<file path="config.mk">
export PLATFORM = sky130hd
export DESIGN_NAME = ppc_top
export DESIGN_NICKNAME = d
export VERILOG_FILES = /design/src/inc/ppc_pkg.sv /design/src/hw/ppc_pin_ctrl.sv /design/src/hw/ppc_top.sv
export VERILOG_INCLUDE_DIRS = /design/src /design/src/inc
export SDC_FILE = /design/constraint.sdc
export NUM_CORES = 1
export LEC_CHECK = 0
export BUFFER_PORTS_ARGS = -buffer_cell sky130_fd_sc_hd__buf_2
export CORE_ASPECT_RATIO = 1.25
export CORE_UTILIZATION = 46
export CTS_CLUSTER_DIAMETER = 80
export DETAILED_ROUTE_END_ITERATION = 8
export PLACE_DENSITY = 0.88
export SYNTH_ARGS = -nofsm -noshare
export SYNTH_HDL_FRONTEND = slang
export SYNTH_HIERARCHICAL = 1
export SYNTH_SLANG_ARGS = --single-unit
</file>
<file path="constraint.sdc">
create_clock -name clk_in -period 1.61 [get_ports clk_in]
set_input_delay 0.2415 -clock clk_in [delete_from_list [all_inputs] [get_ports clk_in]]
set_output_delay 0.2415 -clock clk_in [all_outputs]
set_load 0.05 [all_outputs]
</file>
<file path="src/inc/ppc_consts.svh">
// offsets, field widths, reset values for the port pad control block
`ifndef PPC_CONSTS_SVH
`define PPC_CONSTS_SVH

`define PPC_OFS_B_PULL_EN   4'h0
`define PPC_OFS_B_PULL_SEL  4'h1
`define PPC_OFS_B_SLEW_EN   4'h2
`define PPC_OFS_B_DRIVE_SEL 4'h3
`define PPC_OFS_C_PULL_EN   4'h4
`define PPC_OFS_C_PULL_SEL  4'h5
`define PPC_OFS_C_SLEW_EN   4'h6
`define PPC_OFS_C_DRIVE_SEL 4'h7
`define PPC_NUM_REGS        8
`define PPC_PORT_B_PINS     8
`define PPC_PORT_C_PINS     4
`define PPC_PORT_C_MASK     8'h0f
`define PPC_REG_RESET       8'h00
`define PPC_UNMAPPED_DATA   32'h00000000

`endif

</file>
<file path="src/inc/ppc_pkg.sv">
// types for the port pad control block
package ppc_pkg;

  typedef enum logic [2:0]
  {
    PPC_IDLE = 3'b001,
    PPC_ACK  = 3'b010,
    PPC_HOLD = 3'b100
  } ppc_bus_e;

  typedef struct packed
  {
    logic [7:0] pull_en;
    logic [7:0] pull_sel;
    logic [7:0] slew_en;
    logic [7:0] drive_sel;
  } ppc_cfg_s;

  typedef struct packed
  {
    logic [7:0] pull_on;
    logic [7:0] pull_down;
    logic [7:0] slew_on;
    logic [7:0] drive_high;
  } ppc_pad_s;

endpackage
</file>
<file path="src/hw/ppc_pin_ctrl.sv">
// pad control decode for one port of up to eight pins
`timescale 1ns/100ps
module ppc_pin_ctrl
#(
  parameter int PINS = 8
)
(
  input  wire ppc_pkg::ppc_cfg_s cfg_in,
  input  wire logic [7:0]        dir_in,
  input  wire logic [7:0]        periph_oe_in,
  input  wire logic [7:0]        analog_in,
  output ppc_pkg::ppc_pad_s      pad_out
);

  logic [7:0] is_out;
  logic [7:0] live;

  // pins above the port width are tied off
  assign live = 8'((9'h001 << PINS) - 9'h001);

  assign is_out = dir_in | periph_oe_in;

  always_comb
  begin
    // pull only when enabled, not driving and not analog
    pad_out.pull_on    = cfg_in.pull_en & ~is_out & ~analog_in & live;
    // polarity only meaningful with the pull on
    pad_out.pull_down  = cfg_in.pull_sel & pad_out.pull_on;
    pad_out.slew_on    = cfg_in.slew_en & is_out & live;
    pad_out.drive_high = cfg_in.drive_sel & live;
  end

endmodule

</file>
<file path="src/hw/ppc_top.sv">
// port b and port c pad control registers with avalon-mm slave
//
// The register offsets and the Avalon-MM interface to the registers were decided locally.
`timescale 1ns/100ps
`include "ppc_consts.svh"
module ppc_top
(
  input  wire logic        clk_in,
  input  wire logic        srst_in,
  input  wire logic [3:0]  avs_address_in,
  input  wire logic        avs_read_in,
  input  wire logic        avs_write_in,
  input  wire logic [31:0] avs_writedata_in,
  input  wire logic [3:0]  avs_byteenable_in,
  output logic      [31:0] avs_readdata_out,
  output logic             avs_waitrequest_out,
  input  wire logic [7:0]  port_b_direction_in,
  input  wire logic [3:0]  port_c_direction_in,
  input  wire logic [7:0]  port_b_periph_oe_in,
  input  wire logic [3:0]  port_c_periph_oe_in,
  input  wire logic [7:0]  port_b_analog_in,
  input  wire logic [3:0]  port_c_analog_in,
  output logic      [7:0]  port_b_pull_on_out,
  output logic      [7:0]  port_b_pull_down_out,
  output logic      [7:0]  port_b_slew_on_out,
  output logic      [7:0]  port_b_drive_high_out,
  output logic      [3:0]  port_c_pull_on_out,
  output logic      [3:0]  port_c_pull_down_out,
  output logic      [3:0]  port_c_slew_on_out,
  output logic      [3:0]  port_c_drive_high_out
);

  // ----------------------------------------------------------------
  // state
  // ----------------------------------------------------------------
  typedef struct packed
  {
    ppc_pkg::ppc_bus_e  bus;
    ppc_pkg::ppc_cfg_s  cfg_b;
    ppc_pkg::ppc_cfg_s  cfg_c;
    logic [31:0]        rdata;
    logic               wait_n;
    ppc_pkg::ppc_pad_s  pad_b;
    ppc_pkg::ppc_pad_s  pad_c;
  } ppc_state_s;

  ppc_state_s        st_ff;
  ppc_state_s        nxt_st;
  ppc_pkg::ppc_pad_s dec_b;
  ppc_pkg::ppc_pad_s dec_c;
  logic [7:0]        rd_byte;
  logic              mapped;
  logic              req;

  // ----------------------------------------------------------------
  // per-port pad decode
  // ----------------------------------------------------------------
  ppc_pin_ctrl #(.PINS(`PPC_PORT_B_PINS)) u_port_b
  (
    .cfg_in       (st_ff.cfg_b),
    .dir_in       (port_b_direction_in),
    .periph_oe_in (port_b_periph_oe_in),
    .analog_in    (port_b_analog_in),
    .pad_out      (dec_b)
  );

  ppc_pin_ctrl #(.PINS(`PPC_PORT_C_PINS)) u_port_c
  (
    .cfg_in       (st_ff.cfg_c),
    .dir_in       ({4'h0, port_c_direction_in}),
    .periph_oe_in ({4'h0, port_c_periph_oe_in}),
    .analog_in    ({4'h0, port_c_analog_in}),
    .pad_out      (dec_c)
  );

  // ----------------------------------------------------------------
  // read mux
  // ----------------------------------------------------------------
  assign mapped = (avs_address_in < 4'(`PPC_NUM_REGS));
  assign req    = avs_read_in | avs_write_in;

  always_comb
  begin
    case (avs_address_in)
      `PPC_OFS_B_PULL_EN:   rd_byte = st_ff.cfg_b.pull_en;
      `PPC_OFS_B_PULL_SEL:  rd_byte = st_ff.cfg_b.pull_sel;
      `PPC_OFS_B_SLEW_EN:   rd_byte = st_ff.cfg_b.slew_en;
      `PPC_OFS_B_DRIVE_SEL: rd_byte = st_ff.cfg_b.drive_sel;
      `PPC_OFS_C_PULL_EN:   rd_byte = st_ff.cfg_c.pull_en;
      `PPC_OFS_C_PULL_SEL:  rd_byte = st_ff.cfg_c.pull_sel;
      `PPC_OFS_C_SLEW_EN:   rd_byte = st_ff.cfg_c.slew_en;
      `PPC_OFS_C_DRIVE_SEL: rd_byte = st_ff.cfg_c.drive_sel;
      default:              rd_byte = 8'h00;
    endcase
  end

  // ----------------------------------------------------------------
  // next state
  // ----------------------------------------------------------------
  always_comb
  begin
    nxt_st       = st_ff;
    nxt_st.pad_b = dec_b;
    nxt_st.pad_c = dec_c;
    case (st_ff.bus)
      ppc_pkg::PPC_IDLE:
      begin
        nxt_st.wait_n = 1'b0;
        if (req)
        begin
          // registered answer costs one wait state but keeps outputs flopped
          nxt_st.bus    = ppc_pkg::PPC_ACK;
          nxt_st.wait_n = 1'b1;
          nxt_st.rdata  = mapped ? {24'h000000, rd_byte} : `PPC_UNMAPPED_DATA;
          if (avs_write_in && avs_byteenable_in[0])
          begin
            // only pad config is written; data and direction live elsewhere
            case (avs_address_in)
              `PPC_OFS_B_PULL_EN:   nxt_st.cfg_b.pull_en   = avs_writedata_in[7:0];
              `PPC_OFS_B_PULL_SEL:  nxt_st.cfg_b.pull_sel  = avs_writedata_in[7:0];
              `PPC_OFS_B_SLEW_EN:   nxt_st.cfg_b.slew_en   = avs_writedata_in[7:0];
              `PPC_OFS_B_DRIVE_SEL: nxt_st.cfg_b.drive_sel = avs_writedata_in[7:0];
              `PPC_OFS_C_PULL_EN:
                nxt_st.cfg_c.pull_en   = avs_writedata_in[7:0] & `PPC_PORT_C_MASK;
              `PPC_OFS_C_PULL_SEL:
                nxt_st.cfg_c.pull_sel  = avs_writedata_in[7:0] & `PPC_PORT_C_MASK;
              `PPC_OFS_C_SLEW_EN:
                nxt_st.cfg_c.slew_en   = avs_writedata_in[7:0] & `PPC_PORT_C_MASK;
              `PPC_OFS_C_DRIVE_SEL:
                nxt_st.cfg_c.drive_sel = avs_writedata_in[7:0] & `PPC_PORT_C_MASK;
              default:
                nxt_st.cfg_b = st_ff.cfg_b;
            endcase
          end
        end
      end
      ppc_pkg::PPC_ACK:
      begin
        // master releases after the ack edge
        nxt_st.wait_n = 1'b0;
        nxt_st.bus    = ppc_pkg::PPC_HOLD;
      end
      ppc_pkg::PPC_HOLD:
      begin
        nxt_st.wait_n = 1'b0;
        nxt_st.bus    = ppc_pkg::PPC_IDLE;
      end
      default:
      begin
        nxt_st.wait_n = 1'b0;
        nxt_st.bus    = ppc_pkg::PPC_IDLE;
      end
    endcase
  end

  // ----------------------------------------------------------------
  // registers
  // ----------------------------------------------------------------
  always_ff @(posedge clk_in)
  begin
    if (srst_in)
    begin
      st_ff.bus   <= ppc_pkg::PPC_IDLE;
      st_ff.cfg_b <= {4{`PPC_REG_RESET}};
      st_ff.cfg_c <= {4{`PPC_REG_RESET}};
      st_ff.rdata <= 32'h00000000;
      st_ff.wait_n <= 1'b0;
      st_ff.pad_b <= '0;
      st_ff.pad_c <= '0;
    end
    else
    begin
      st_ff <= nxt_st;
    end
  end

  // ----------------------------------------------------------------
  // outputs
  // ----------------------------------------------------------------
  assign avs_readdata_out      = st_ff.rdata;
  assign avs_waitrequest_out   = ~st_ff.wait_n;
  assign port_b_pull_on_out    = st_ff.pad_b.pull_on;
  assign port_b_pull_down_out  = st_ff.pad_b.pull_down;
  assign port_b_slew_on_out    = st_ff.pad_b.slew_on;
  assign port_b_drive_high_out = st_ff.pad_b.drive_high;
  assign port_c_pull_on_out    = st_ff.pad_c.pull_on[3:0];
  assign port_c_pull_down_out  = st_ff.pad_c.pull_down[3:0];
  assign port_c_slew_on_out    = st_ff.pad_c.slew_on[3:0];
  assign port_c_drive_high_out = st_ff.pad_c.drive_high[3:0];

endmodule

</file>
==> flow_summary.yaml <==
floorplanning:
  start_util_pct: 47.3
  rows: 42
  die-area_mm2: 0.0113
  die_w_um: 95.2
  core_mm2: 0.0106
  ios: 161
  chipHeight_um: 119
critical_path:
  cpPeakStageDelay_ns: 0.44
  worstPathRequired_ns: 1.84
  critPathTopFamily: "simple AND/OR/NAND/NOR gates"
  cp_slowest_cell: "or3b_4"
  path_buf_inv: 1
  worstPathCellList: "or3b_4 > buf_12 > nor3_4 > mux2i_1 > nor2_1"
  setup.worst_path.end_class: "flip-flop"
  reg2reg_slack_ns: -0.1
  cp_max_fo: 6
  crit_path_start_kind: "flip-flop"
  crit_arrival_ns: 1.94
  critPathKind: "flip-flop to flip-flop"
sta:
  max_freq_ghz: 0.586
  hold_violations: 0
  finalCriticalPeriod_ns: 1.71
  tightest_slew_ns: 0.541
  finalSetupTns_ns: -1.06
  post-route-period-util_pct: 106
  setup_viol: 36
  fin_ws_ns: -0.0960
  finalClockSkew_ns: 0.00960
  drv_slew: 0
  relSlewSlack_pct: 63.9
  rsz0062_at_grt: "yes"
global_routing:
  grt_pass1_wl_mm: 16.1
  use_met3_pct: 5.08
  track_usage_pct: 19.0
  antenna_found_initial: 0
  grt_pass1_vias: 3291
  use_met2_pct: 32.3
  grt_max_degree: 57
  grt_overflow_total: 0
  use_met1_pct: 21.5
  busiest_layer: "met2"
placed_design:
  numPortBuffers: 109
  hpwl_mm: 7.35
  place_area_mm2: 0.00521
  gp_congestion: 0.799
detailed_routing:
  drtIter0Drc: 127
  viasPerCell: 4.92
  drc: 0
  wl_mm: 10.2
  ant_nets: 0
  vias: 3317
  wl_per_cell_um: 15.1
  firstDrtPassIters: 4
outcome:
  failed_checks: "setup timing"
  outcome: "finished with violations"
run:
  drv_cap: 0
cells_and_area:
  drive_gt1_share_pct: 34.1
  mostFrequentLayoutCell: "buf_2"
  layout_common_cells: "buf_2 (108), dfxtp_1 (106), mux2i_1 (71)"
  n_antenna_cell: 0
  nets: 617
  syn_to_final_growth_pct: 13.1
  design_area_mm2: 0.00566
  fill_cells: 941
pwr:
  switchingPower_mw: 1.40
  p_leak_nw: 2.38
  swShare_pct: 25.8
  pwr-share-comb_pct: 10.3
  internal-power_mw: 4.01
  clkPwrFrac_pct: 39.8
  peakVddDrop_mv: 0.587
  pwr_density_cell_mw_per_mm2: 956
  power_frac_seq_pct: 49.9
clocking:
  clkLatencyLatePin_ns: 0.35
  htreeDepth: 3
  cts.sink_count: 108
  cts_tree: "built"
  root_buffer: "clkbuf_16"
  clkSlewWorstSetupHoldPaths_ns: 0.07
  ctsHoldBuffers: 0
  clockBufferDepth: 2
  cts_buffers: 9
yosys:
  synth_area_per_cell_um2: 10.5
  synth_warnings: 6
  syn-instance-count: 476
  synth.cell_area_mm2: 0.00500
worst_hold_path:
  hold_class: "primary input to flip-flop"
[sequential cells by signal (all words and copies together), names as in the netlist]
name                   count
st_ff                     52
avs_readdata_out           8
port_b_drive_high_out      8
port_b_pull_down_out       8
port_b_pull_on_out         8
port_b_slew_on_out         8
port_c_drive_high_out      4
port_c_pull_down_out       4
port_c_pull_on_out         4
port_c_slew_on_out         4
[what timing repair did]
item / CTS / global route
pin swaps: 6 / 2
hold endpoints to repair: 0 / 0
resized for setup: 9 / 9
endpoints found under the setup margin: 35 / 56
setup buffers: 7 / 2
[per-stage QoR]
step           setup slack [ns]  hold slack [ns]  power [mW]  util, %  instances
3_3_place_gp            -0.0754            0.411        3.24     49.3        649
3_5_place_dp             -0.115            0.424        3.25     49.3        649
2_1_floorplan           -0.0132            0.347        3.15        -        499
5_1_grt                  -0.144            0.167        5.62     53.5        674
6_report                -0.0960            0.158        5.41     53.5        674
4_1_cts                 -0.0681            0.121        5.43     53.1        672
[final timing paths]
kind | from | end | depth (start not counted)
max | st_ff[163] | st_ff[98] | 5
min | srst_in | port_c_slew_on_out[2] | 2
max reg2reg | st_ff[163] | st_ff[98] | 5
min reg2reg | st_ff[161] | st_ff[163] | 1
[metal layers]
metal | part of all wire [%] | up-vias
li1 | - | 1597
met1 | 39 | 1583
met2 | 52 | 118
met3 | 6.1 | 19
met4 | 2.9 | 0
met5 | 0 | -
[final cells by class]
| type | count | area [um^2] | share of cell area [%] |
|---|---|---|---|
| clock buffer | 11 | 253 | 4.47 |
| clock inverter | 5 | 42.5 | 0.752 |
| inverter | 1 | 3.75 | 0.0664 |
| multi-input combinational | 276 | 2160 | 38.2 |
| sequential | 108 | 2160 | 38.3 |
| tap | 132 | 165 | 2.92 |
| timing repair buffer | 141 | 867 | 15.3 |
[power by group through the flow]
stage	combinational (mW)	clock [mW]	sequential, mW
2_1_floorplan	0.392	0	2.76
3_3_place_gp	0.481	0	2.76
3_5_place_dp	0.494	0	2.76
4_1_cts	0.540	2.19	2.70
5_1_grt	0.585	2.33	2.70
6_report	0.554	2.15	2.70
Power figures use the tool's default switching activity.
